===== config.mk =====
export PLATFORM = sky130hd
export DESIGN_NAME = swr_core
export DESIGN_NICKNAME = d
export VERILOG_FILES = /design/src/rtl/swr_pkg.sv /design/src/rtl/swr_core.sv /design/src/rtl/swr_crc8.sv /design/src/rtl/swr_sync.sv
export SDC_FILE = /design/constraint.sdc
export NUM_CORES = 1
export LEC_CHECK = 0
export ABC_AREA = 1
export BUFFER_PORTS_ARGS = -buffer_cell sky130_fd_sc_hd__buf_2
export CAP_MARGIN = 20
export CORE_ASPECT_RATIO = 0.75
export CORE_MARGIN = 1
export CORE_UTILIZATION = 50
export DETAILED_ROUTE_END_ITERATION = 7
export PLACE_DENSITY_LB_ADDON = 0.1
export RECOVER_POWER = 50
export SLEW_MARGIN = 20
export SYNTH_ARGS = -nofsm -noshare
export SYNTH_HDL_FRONTEND = slang
export SYNTH_HIERARCHICAL = 1
export SYNTH_SLANG_ARGS = --single-unit

===== constraint.sdc =====
create_clock -name sys_clk -period 3.2 [get_ports sys_clk]
set_clock_uncertainty 0.1 [all_clocks]
set_input_delay 0.48 -clock sys_clk [delete_from_list [all_inputs] [get_ports sys_clk]]
set_output_delay 0.48 -clock sys_clk [all_outputs]
set_load 0.02 [all_outputs]

===== src/rtl/swr_pkg.sv =====
package swr_pkg;

   // Clock rate of sys_clk.
   localparam int CLK_HZ = 20_000_000;
   localparam int US_DIV = 1_000_000;

   // Line timing in microseconds, each taken from inside its documented window.
   localparam int PRESENCE_WAIT_TIME_US = 30;
   localparam int PRESENCE_LOW_TIME_US  = 120;
   localparam int READ_VALID_TIME_US    = 15;
   localparam int WRITE_SAMPLE_TIME_US  = 30;
   localparam int RESET_DETECT_TIME_US  = 120;

   localparam int PRES_WAIT_CNT = PRESENCE_WAIT_TIME_US * CLK_HZ / US_DIV;
   localparam int PRES_LOW_CNT  = PRESENCE_LOW_TIME_US * CLK_HZ / US_DIV;
   localparam int READ_HOLD_CNT = READ_VALID_TIME_US * CLK_HZ / US_DIV;
   localparam int SAMPLE_CNT    = WRITE_SAMPLE_TIME_US * CLK_HZ / US_DIV;
   localparam int RST_DET_CNT   = RESET_DETECT_TIME_US * CLK_HZ / US_DIV;
   localparam int CNT_W         = 12;

   // Command bytes.
   localparam logic [7:0] CMD_MATCH  = 8'h55;
   localparam logic [7:0] CMD_SKIP   = 8'hCC;
   localparam logic [7:0] CMD_SEARCH = 8'hF0;
   localparam logic [7:0] CMD_READ   = 8'h33;

   // ROM layout and CRC.
   localparam int ROM_BITS    = 64;
   localparam int ROM_CRC_LSB = 56;
   localparam int SERIAL_W    = 48;
   localparam logic [7:0] CRC_POLY_REFL = 8'h8C;
   localparam logic [7:0] CRC_INIT      = 8'h00;

   typedef enum logic [2:0] {
      L_IDLE, L_SLOT, L_RST_WAIT, L_PRES_WAIT, L_PRES_LOW
   } swr_line_t;

   typedef enum logic [2:0] {
      P_IDLE, P_ROMCMD, P_MATCH, P_READROM, P_SEARCH, P_MEM
   } swr_proto_t;

   typedef struct packed {
      logic       valid;
      logic [7:0] data;
   } swr_rx_t;

   typedef struct packed {
      logic       en;
      logic       strobe;
      logic [7:0] data;
   } swr_prog_t;

   // One LSB-first step of the x^8+x^5+x^4+1 generator.
   function automatic logic [7:0] crc_step(input logic [7:0] crc, input logic din);
      logic fb;
      fb = crc[0] ^ din;
      return fb ? ((crc >> 1) ^ CRC_POLY_REFL) : (crc >> 1);
   endfunction

   function automatic logic [7:0] crc_bits56(input logic [55:0] bits);
      logic [7:0] c;
      c = CRC_INIT;
      for (int i = 0; i < ROM_CRC_LSB; i++) begin
         c = crc_step(c, bits[i]);
      end
      return c;
   endfunction

endpackage


===== src/rtl/swr_core.sv =====
`timescale 1ns/1ps
`default_nettype none
// Operation
// Match command selects only exactly matching device.
// Mismatched device ignores bus until reset.
// Skip command goes straight to memory functions.
// Search: send bit, complement, accept written bit.
// Search loser drops out until next reset.
// Device originates only the presence pulse.
// Master resets with at least 480 us low.
// Presence: wait 15-60 us, low 60-240 us.
// Master keeps line high 480 us after reset.
// Master reset low plus rise below 960 us.
// Falling edge starts device slot delay timer.
// Write slot sampled when delay expires.
// Master write low times and slot length.
// Read zero holds line low; one untouched.
// Read data valid 15 us after edge.
// Programming voltage copies scratchpad into memory.
// Master waits 5 us before programming pulse.
// Master waits 5 us after programming pulse.
// CRC polynomial x^8+x^5+x^4+1; ROM CRC high byte.
// Write commands: CRC over command, address, data.
// Read commands: CRC over command and address.
// Page and status data also feed CRC.
// Device never halts on CRC mismatch.
// All bytes and ROM sent LSB first.
// ROM: family byte, 48-bit serial, CRC.
// Read command transmits the 64-bit ROM.
// Low beyond 120 us treated as reset.
module swr_core #(
   // Arbitrary values; each device instance gets its own.
   parameter logic [7:0]                    FAMILY_CODE   = 8'hA5,
   parameter logic [swr_pkg::SERIAL_W-1:0]  SERIAL_NUMBER = 48'h0123456789AB,
   parameter int                            PRES_WAIT_CNT = swr_pkg::PRES_WAIT_CNT,
   parameter int                            PRES_LOW_CNT  = swr_pkg::PRES_LOW_CNT,
   parameter int                            READ_HOLD_CNT = swr_pkg::READ_HOLD_CNT,
   parameter int                            SAMPLE_CNT    = swr_pkg::SAMPLE_CNT,
   parameter int                            RST_DET_CNT   = swr_pkg::RST_DET_CNT
) (
   input  wire logic               sys_clk,
   input  wire logic               rst,
   input  wire logic               dq_in,
   output var  logic               dq_out,
   output var  logic               dq_oe_n,
   input  wire logic               vpp_detect,
   input  wire logic               mem_read_mode,
   input  wire logic [7:0]         tx_byte,
   output var  logic               tx_take,
   input  wire logic               crc_load,
   input  wire logic [7:0]         crc_seed,
   output var  logic [7:0]         crc_value,
   output var  logic               mem_selected,
   output var  swr_pkg::swr_rx_t   rx_out,
   output var  swr_pkg::swr_prog_t prog_out
);

   localparam logic [swr_pkg::CNT_W-1:0] C_PRES_WAIT = swr_pkg::CNT_W'(PRES_WAIT_CNT - 1);
   localparam logic [swr_pkg::CNT_W-1:0] C_PRES_LOW  = swr_pkg::CNT_W'(PRES_LOW_CNT - 1);
   localparam logic [swr_pkg::CNT_W-1:0] C_READ_HOLD = swr_pkg::CNT_W'(READ_HOLD_CNT);
   localparam logic [swr_pkg::CNT_W-1:0] C_SAMPLE    = swr_pkg::CNT_W'(SAMPLE_CNT);
   localparam logic [swr_pkg::CNT_W-1:0] C_RST_DET   = swr_pkg::CNT_W'(RST_DET_CNT);

   localparam logic [55:0] ROM_BODY = {SERIAL_NUMBER, FAMILY_CODE};
   localparam logic [swr_pkg::ROM_BITS-1:0] ROM_CODE =
      {swr_pkg::crc_bits56(ROM_BODY), ROM_BODY};

   ////////////////////////////////////////////////////////////////////////////////
   // Pin conditioning.

   logic line_lvl;
   logic vpp_lvl;

   swr_sync #(.INIT(1'b1)) u_line_sync (
      .sys_clk (sys_clk),
      .rst     (rst),
      .pin     (dq_in),
      .level   (line_lvl)
   );

   swr_sync #(.INIT(1'b0)) u_vpp_sync (
      .sys_clk (sys_clk),
      .rst     (rst),
      .pin     (vpp_detect),
      .level   (vpp_lvl)
   );

   ////////////////////////////////////////////////////////////////////////////////
   // Line timing engine.

   swr_pkg::swr_line_t         line_reg;
   swr_pkg::swr_proto_t        proto_reg;
   logic [swr_pkg::CNT_W-1:0]  cnt_reg;
   logic                       line_prev_reg;
   logic                       slot_rd_reg;
   logic                       slot_bit_reg;
   logic [5:0]                 idx_reg;
   logic [1:0]                 step_reg;
   logic [2:0]                 mem_bit_reg;
   logic [7:0]                 shift_reg;
   logic [7:0]                 tx_sh_reg;
   logic [7:0]                 scratch_reg;
   logic                       vpp_prev_reg;
   logic                       rx_valid_reg;
   logic [7:0]                 rx_data_reg;
   logic                       tx_take_reg;

   logic fall;
   logic slot_is_read;
   logic cur_tx_bit;
   logic sample_ev;
   logic read_ev;
   logic bit_ev;
   logic bit_val;
   logic rst_seen;
   logic rom_bit;
   logic last_rom;
   logic [7:0] cmd_byte;

   assign fall     = line_prev_reg && !line_lvl;
   assign rom_bit  = ROM_CODE[idx_reg];
   assign last_rom = (idx_reg == 6'(swr_pkg::ROM_BITS - 1));

   // The direction of the coming slot follows the command phase.
   always_comb begin
      slot_is_read = 1'b0;
      cur_tx_bit   = 1'b1;
      case (proto_reg)
         swr_pkg::P_READROM: begin
            slot_is_read = 1'b1;
            cur_tx_bit   = rom_bit;
         end
         swr_pkg::P_SEARCH: begin
            slot_is_read = (step_reg != 2'd2);
            cur_tx_bit   = (step_reg == 2'd0) ? rom_bit : !rom_bit;
         end
         swr_pkg::P_MEM: begin
            slot_is_read = mem_read_mode;
            cur_tx_bit   = (mem_bit_reg == 3'd0) ? tx_byte[0] : tx_sh_reg[0];
         end
         default: begin
            slot_is_read = 1'b0;
            cur_tx_bit   = 1'b1;
         end
      endcase
   end

   assign sample_ev = (line_reg == swr_pkg::L_SLOT) && !slot_rd_reg && (cnt_reg == C_SAMPLE);
   assign read_ev   = (line_reg == swr_pkg::L_SLOT) && slot_rd_reg && (cnt_reg == C_READ_HOLD);
   assign bit_ev    = (sample_ev || read_ev) && (proto_reg != swr_pkg::P_IDLE);
   assign bit_val   = slot_rd_reg ? slot_bit_reg : line_lvl;
   assign rst_seen  = (line_reg == swr_pkg::L_SLOT) && !line_lvl && (cnt_reg == C_RST_DET);

   always_ff @(posedge sys_clk) begin
      if (rst) begin
         line_prev_reg <= 1'b1;
      end else begin
         line_prev_reg <= line_lvl;
      end
   end

   // A slot can be cut short only after its sample point, so a slow slot never loses its bit.
   always_ff @(posedge sys_clk) begin
      if (rst) begin
         line_reg <= swr_pkg::L_IDLE;
         cnt_reg  <= '0;
      end else begin
         case (line_reg)
            swr_pkg::L_IDLE: begin
               cnt_reg <= '0;
               if (fall) begin
                  line_reg <= swr_pkg::L_SLOT;
               end
            end
            swr_pkg::L_SLOT: begin
               cnt_reg <= cnt_reg + 1'b1;
               if (rst_seen) begin
                  line_reg <= swr_pkg::L_RST_WAIT;
                  cnt_reg  <= '0;
               end else if (line_lvl && cnt_reg >= C_SAMPLE) begin
                  line_reg <= swr_pkg::L_IDLE;
               end
            end
            swr_pkg::L_RST_WAIT: begin
               cnt_reg <= '0;
               if (line_lvl) begin
                  line_reg <= swr_pkg::L_PRES_WAIT;
               end
            end
            swr_pkg::L_PRES_WAIT: begin
               cnt_reg <= cnt_reg + 1'b1;
               if (cnt_reg == C_PRES_WAIT) begin
                  line_reg <= swr_pkg::L_PRES_LOW;
                  cnt_reg  <= '0;
               end
            end
            swr_pkg::L_PRES_LOW: begin
               cnt_reg <= cnt_reg + 1'b1;
               if (cnt_reg == C_PRES_LOW) begin
                  line_reg <= swr_pkg::L_IDLE;
                  cnt_reg  <= '0;
               end
            end
            default: begin
               line_reg <= swr_pkg::L_IDLE;
               cnt_reg  <= '0;
            end
         endcase
      end
   end

   // Slot direction and outgoing bit are frozen at the falling edge.
   always_ff @(posedge sys_clk) begin
      if (rst) begin
         slot_rd_reg  <= 1'b0;
         slot_bit_reg <= 1'b1;
      end else if (line_reg == swr_pkg::L_IDLE && fall) begin
         slot_rd_reg  <= slot_is_read;
         slot_bit_reg <= cur_tx_bit;
      end
   end

   // Open drain: only the presence pulse and read-zero bits ever pull the line.
   always_comb begin
      dq_out  = 1'b0;
      dq_oe_n = 1'b1;
      if (line_reg == swr_pkg::L_PRES_LOW) begin
         dq_oe_n = 1'b0;
      end else if (line_reg == swr_pkg::L_SLOT && slot_rd_reg && !slot_bit_reg &&
                   proto_reg != swr_pkg::P_IDLE && cnt_reg < C_READ_HOLD) begin
         dq_oe_n = 1'b0;
      end
   end

   ////////////////////////////////////////////////////////////////////////////////
   // Command phases.

   assign cmd_byte = {bit_val, shift_reg[7:1]};

   always_ff @(posedge sys_clk) begin
      if (rst) begin
         proto_reg <= swr_pkg::P_IDLE;
         idx_reg   <= '0;
         step_reg  <= '0;
         shift_reg <= '0;
      end else if (line_reg == swr_pkg::L_RST_WAIT) begin
         proto_reg <= swr_pkg::P_ROMCMD;
         idx_reg   <= '0;
         step_reg  <= '0;
         shift_reg <= '0;
      end else if (bit_ev) begin
         case (proto_reg)
            swr_pkg::P_ROMCMD: begin
               shift_reg <= cmd_byte;
               idx_reg   <= idx_reg + 1'b1;
               if (idx_reg == 6'd7) begin
                  idx_reg <= '0;
                  case (cmd_byte)
                     swr_pkg::CMD_MATCH:  proto_reg <= swr_pkg::P_MATCH;
                     swr_pkg::CMD_SKIP:   proto_reg <= swr_pkg::P_MEM;
                     swr_pkg::CMD_SEARCH: proto_reg <= swr_pkg::P_SEARCH;
                     swr_pkg::CMD_READ:   proto_reg <= swr_pkg::P_READROM;
                     default:             proto_reg <= swr_pkg::P_IDLE;
                  endcase
               end
            end
            swr_pkg::P_MATCH: begin
               idx_reg <= idx_reg + 1'b1;
               if (bit_val != rom_bit) begin
                  proto_reg <= swr_pkg::P_IDLE;
               end else if (last_rom) begin
                  proto_reg <= swr_pkg::P_MEM;
               end
            end
            swr_pkg::P_READROM: begin
               idx_reg <= idx_reg + 1'b1;
               if (last_rom) begin
                  proto_reg <= swr_pkg::P_MEM;
               end
            end
            swr_pkg::P_SEARCH: begin
               step_reg <= step_reg + 1'b1;
               if (step_reg == 2'd2) begin
                  step_reg <= '0;
                  idx_reg  <= idx_reg + 1'b1;
                  if (bit_val != rom_bit) begin
                     proto_reg <= swr_pkg::P_IDLE;
                  end else if (last_rom) begin
                     proto_reg <= swr_pkg::P_MEM;
                  end
               end
            end
            default: begin
               proto_reg <= proto_reg;
            end
         endcase
      end
   end

   ////////////////////////////////////////////////////////////////////////////////
   // Memory-function byte stream, CRC and programming.

   logic mem_bit_ev;
   logic enter_mem;
   logic crc_ld;
   logic [7:0] crc_sd;

   assign mem_bit_ev = bit_ev && (proto_reg == swr_pkg::P_MEM);
   assign enter_mem  = (proto_reg != swr_pkg::P_MEM) && (proto_reg != swr_pkg::P_IDLE) &&
                       bit_ev && ((proto_reg == swr_pkg::P_ROMCMD && idx_reg == 6'd7 &&
                       cmd_byte == swr_pkg::CMD_SKIP) || last_rom);
   // The generator restarts on entry so the command byte is its first input.
   assign crc_ld = enter_mem || crc_load;
   assign crc_sd = crc_load ? crc_seed : swr_pkg::CRC_INIT;

   always_ff @(posedge sys_clk) begin
      if (rst) begin
         mem_bit_reg  <= '0;
         tx_sh_reg    <= '0;
         rx_valid_reg <= 1'b0;
         rx_data_reg  <= '0;
         scratch_reg  <= '0;
         tx_take_reg  <= 1'b0;
      end else begin
         rx_valid_reg <= 1'b0;
         tx_take_reg  <= 1'b0;
         if (proto_reg != swr_pkg::P_MEM) begin
            mem_bit_reg <= '0;
         end else begin
            if (line_reg == swr_pkg::L_IDLE && fall && mem_read_mode && mem_bit_reg == 3'd0) begin
               tx_sh_reg   <= tx_byte;
               tx_take_reg <= 1'b1;
            end
            if (mem_bit_ev) begin
               mem_bit_reg <= mem_bit_reg + 1'b1;
               if (slot_rd_reg) begin
                  tx_sh_reg <= tx_sh_reg >> 1;
               end else begin
                  rx_data_reg <= {bit_val, rx_data_reg[7:1]};
                  if (mem_bit_reg == 3'd7) begin
                     rx_valid_reg <= 1'b1;
                     scratch_reg  <= {bit_val, rx_data_reg[7:1]};
                  end
               end
            end
         end
      end
   end

   // Sent and received bits alike feed the generator; a wrong CRC never stops the stream.
   swr_crc8 u_crc (
      .sys_clk (sys_clk),
      .rst     (rst),
      .load    (crc_ld),
      .seed    (crc_sd),
      .shift   (mem_bit_ev || (bit_ev && proto_reg == swr_pkg::P_ROMCMD)),
      .din     (bit_val),
      .crc     (crc_value)
   );

   always_ff @(posedge sys_clk) begin
      if (rst) begin
         vpp_prev_reg <= 1'b0;
      end else begin
         vpp_prev_reg <= vpp_lvl;
      end
   end

   always_comb begin
      prog_out.en     = vpp_lvl && (proto_reg == swr_pkg::P_MEM);
      prog_out.strobe = vpp_lvl && !vpp_prev_reg && (proto_reg == swr_pkg::P_MEM);
      prog_out.data   = scratch_reg;
   end

   assign rx_out.valid = rx_valid_reg;
   assign rx_out.data  = rx_data_reg;
   assign tx_take      = tx_take_reg;
   assign mem_selected = (proto_reg == swr_pkg::P_MEM);
endmodule
`default_nettype wire


===== src/rtl/swr_crc8.sv =====
`timescale 1ns/1ps
`default_nettype none
module swr_crc8 (
   input  wire logic       sys_clk,
   input  wire logic       rst,
   input  wire logic       load,
   input  wire logic [7:0] seed,
   input  wire logic       shift,
   input  wire logic       din,
   output var  logic [7:0] crc
);

   logic [7:0] crc_reg;

   // A load wins over a shift in the same cycle.
   always_ff @(posedge sys_clk) begin
      if (rst) begin
         crc_reg <= swr_pkg::CRC_INIT;
      end else if (load) begin
         crc_reg <= seed;
      end else if (shift) begin
         crc_reg <= swr_pkg::crc_step(crc_reg, din);
      end
   end

   assign crc = crc_reg;

endmodule
`default_nettype wire


===== src/rtl/swr_sync.sv =====
`timescale 1ns/1ps
`default_nettype none
module swr_sync #(
   parameter logic INIT = 1'b1
) (
   input  wire logic sys_clk,
   input  wire logic rst,
   input  wire logic pin,
   output var  logic level
);

   logic s1_reg;
   logic s2_reg;
   logic s3_reg;
   logic level_reg;

   always_ff @(posedge sys_clk) begin
      if (rst) begin
         s1_reg <= INIT;
         s2_reg <= INIT;
         s3_reg <= INIT;
      end else begin
         s1_reg <= pin;
         s2_reg <= s1_reg;
         s3_reg <= s2_reg;
      end
   end

   // A change is taken only once two settled stages agree, which rejects a single-cycle glitch.
   always_ff @(posedge sys_clk) begin
      if (rst) begin
         level_reg <= INIT;
      end else if (s2_reg == s3_reg) begin
         level_reg <= s3_reg;
      end
   end

   assign level = level_reg;

endmodule
`default_nettype wire


==> out/results.txt <==
The worst setup path is launched from a register. Setup repair after global routing left no endpoint under its margin. Count of antenna diodes in the layout: 0.

Cell with the most instances after synthesis: nand2_1. The total overflow left after global routing is 0. Kind of path behind the tightest hold check: primary input to register.

When the netlist entered floorplanning its net count stood at 698. For the post-placement worst setup slack, the log shows 0.696 ns. The tools report the weighted congestion reported at the end of routability-driven placement as 0.906.

The layout cell share with drive strength beyond 1 came out at 14.3%. The net count of the finished layout is 750. The floorplan step defined a die boundary enclosing 9890 um2. The register with the most flip-flops in the layout has 12 of them.

The tools report the total number of placement rows as 30. The number of ports placed on the die boundary is 53. Summed over its instances, the top area cell type makes up 35.0% of the synthesized netlist area.

The post-synthesis cell count was 661. IR analysis of the VDD net gives a maximum drop of 0.292 mV. No sink is reached through more buffers than the 2 on the longest clock path.

Clock-pin slew was measured on the worst setup and hold paths at 0.06 ns. The data required time at the worst endpoint is 3.33 ns. The cell area that synthesis handed to floorplanning was 4740 um2. Entering global routing, the biggest net connects 36 pins. The worst setup path is captured at a register. For this design the static power due to leakage is 2.33 nW. Once the clock tree was built, the setup fixing pass inserted 0 buffers. The accumulated negative setup slack is 0 ns, and the remaining max-slew budget at the tightest pin is 43.9%. For the final number of hold-violating endpoints, the log shows 0. The logs give 6 for the total number of yosys warnings and 83 for the number of sinks on the clock net. Setup violations remaining at the end of the flow were counted as 0. At the worst endpoint, the arrival time is 2.82 ns.

Summed over all layers, the routed wires come to 10,600 um. The detailed router used layers up to and including met4. For the initial DRC count, the log shows 301. Before antenna repair, the detailed router went through 5 iterations. By count the netlist is led by nand2_1, inv_1, dfxtp_1, nor2_1, nand3_1. In this run the vertical extent of the chip is 86.4 um. The number of enable flip-flop cells after synthesis is 0, and the minimum setup slack in the final design is 0.511 ns. Wire segments on met3 add up to 636 um in the final route. The HPWL after detailed placement is 8020 um.

Final-report max-slew violation count: 0. In the routed layout, each cell is associated on average with a via count of 5.06. The clock reaches the later pin of the worst-skew pair after 0.33 ns. In the global route stage, overall resource usage came out at 22.5%. The run finished with clean final reports. TritonCTS built the clock tree.

The routed design uses 4380 um of met2 wire. The tools report the post-detailed-route count of antenna-violating nets as 0. For this design, the CTS-stage hold fixing added 0 buffers. The power per cell area was 409 nW/um2; the share of flip-flops with an asynchronous set or reset after synthesis was 0%.

The design draws 2.18 mW. The initial antenna violation count was 0; the first-pass GRT wire length was 17,400 um. The die width works out to 114 um. Of the available clock period, the critical path in the final layout requires 84.0%. Of all nets on the critical path, the largest fanout is 5.

Number of global-route vias before repair: 3,791. Compared with the post-synthesis result, the final layout area differs by 12.2%. The port buffer count was 51; the number of resized instances in the post-cts repair step was 0.

The cell sitting at the root of the clock tree is a clkbuf_16. The top flip-flop cell by instance count after synthesis was dfxtp_1. After detailed routing, the number of remaining DRC violations is 0. By area the synthesized netlist is led by dfxtp_1, nand2_1, inv_1, nor2_1, nand3_1.

The run gives 56 as the unique cell type count in the Yosys netlist. Share of the yosys chip area belonging to registers: 35.0%. The clock period could shrink to 2.69 ns. The critical path is of the register to register type. The core region is 9120 um2. In this run the mean area of a mapped cell was 7.18 um2.

Post-route cell area: 5320 um2. The internal reg-to-reg setup slack is 0.51 ns, and the via total after detailed routing is 4,282. Derived from the worst setup path, the maximum achievable clock frequency is 0.372 GHz.

For this configuration, the core starts out at a cell density of 52.0%. H-tree depth: 3. The met1 wire length was 5460 um. After detailed routing, the average wire length per cell comes to 12.5 um. Buffers inserted during clock tree synthesis total 9. The synthesized design spends more area on one cell type than any other, namely dfxtp_1. Counting flops and latches in the post-synthesis netlist gives 83. In this run the cell area measured after placement is 5110 um2. For the pin with the worst max-slew slack, the measured transition is 0.837 ns. The tool flagged a number of max-cap violations equal to 0.
-- metal layers --
metal | vias up | track usage (%)
met1 | 1918 | 31.4
met5 | - | 0
met3 | 15 | 5.38
li1 | 2225 | -
met2 | 124 | 34.3
met4 | 0 | 7.20
-- metrics by stage --
step / std cells / hold slack [ns] / util, %
floorplan: 661 / 0.285 / -
global placement: 830 / 0.292 / 56.0
detailed placement: 830 / 0.296 / 56.0
CTS: 846 / 0.208 / 59.3
global route: 846 / 0.208 / 58.4
finish: 846 / 0.220 / 58.4
-- worst paths after layout --
check                             to               from  cells past startpoint
setup / recovery             rom_bit         cnt_reg[0]                     19
hold / removal    u_line_sync/s1_reg              dq_in                      2
setup reg to reg             rom_bit         cnt_reg[0]                     19
hold reg to reg    u_vpp_sync/s2_reg  u_vpp_sync/s1_reg                      2
-- cells by family after synthesis --
| logic type | after synthesis | share of synthesized area [%] |
|---|---|---|
| simple gates | 312 | 34.3 |
| flops | 83 | 35.0 |
| mux | 1 | 0.237 |
| other cells | 1 | 0.0790 |
| compound gates | 102 | 13.1 |
| buf+inv | 139 | 11.9 |
| fa+ha+maj | 15 | 3.96 |
| xor+xnor | 8 | 1.48 |
-- worst max-delay path, stage by stage, from the launching register on --
cell,delay [ns]
dfxtp_1,0.33
inv_1,0.12
ha_1,0.21
nand2_1,0.07
nor2_1,0.12
nand3_2,0.08
nand2_1,0.15
nand3_1,0.21
clkinv_2,0.11
nand2_1,0.05
nand2_1,0.08
nand2_1,0.12
inv_1,0.16
ha_1,0.25
inv_1,0.05
nand4_1,0.09
nand3_1,0.09
nand3_1,0.06
nand3_1,0.06
nand2_1,0.04
-- cells in the final DEF, fill, tap and decap left out, drive strengths merged, types with 2 or more instances in the layout --
cell type,Yosys,layout
nand2,136,136
inv,122,122
dfxtp,83,83
nor2,83,83
nand3,51,51
clkbuf,5,40
o21ai,35,35
a21oi,33,33
buf,9,26
nand4,16,16
ha,15,15
nor3,14,14
a211oi,10,10
xor2,8,8
clkinv,3,6
a31oi,5,5
a22oi,5,5
o211ai,4,4
nor4,4,4
or2,4,4
o21bai,2,2
o31ai,2,2
a41oi,2,2
nand3b,2,2
-- layout make-up --
cell class	count	area, um2
Fill cell	899	3800
Multi-Input combinational cell	439	2480
Sequential cell	83	1660
Inverter	125	480
Timing Repair Buffer	55	246
Clock buffer	11	243
Tap cell	128	160
Clock inverter	5	52.6
-- where the power goes --
part / internal (mW) / total, mW / switching [mW]
logic: 0.0327 / 0.0979 / 0.0652
registers: 1.04 / 1.05 / 0.00818
clock network: 0.622 / 1.03 / 0.409
total: 1.70 / 2.18 / 0.482
Note: power is estimated with default switching activity, not from simulation.
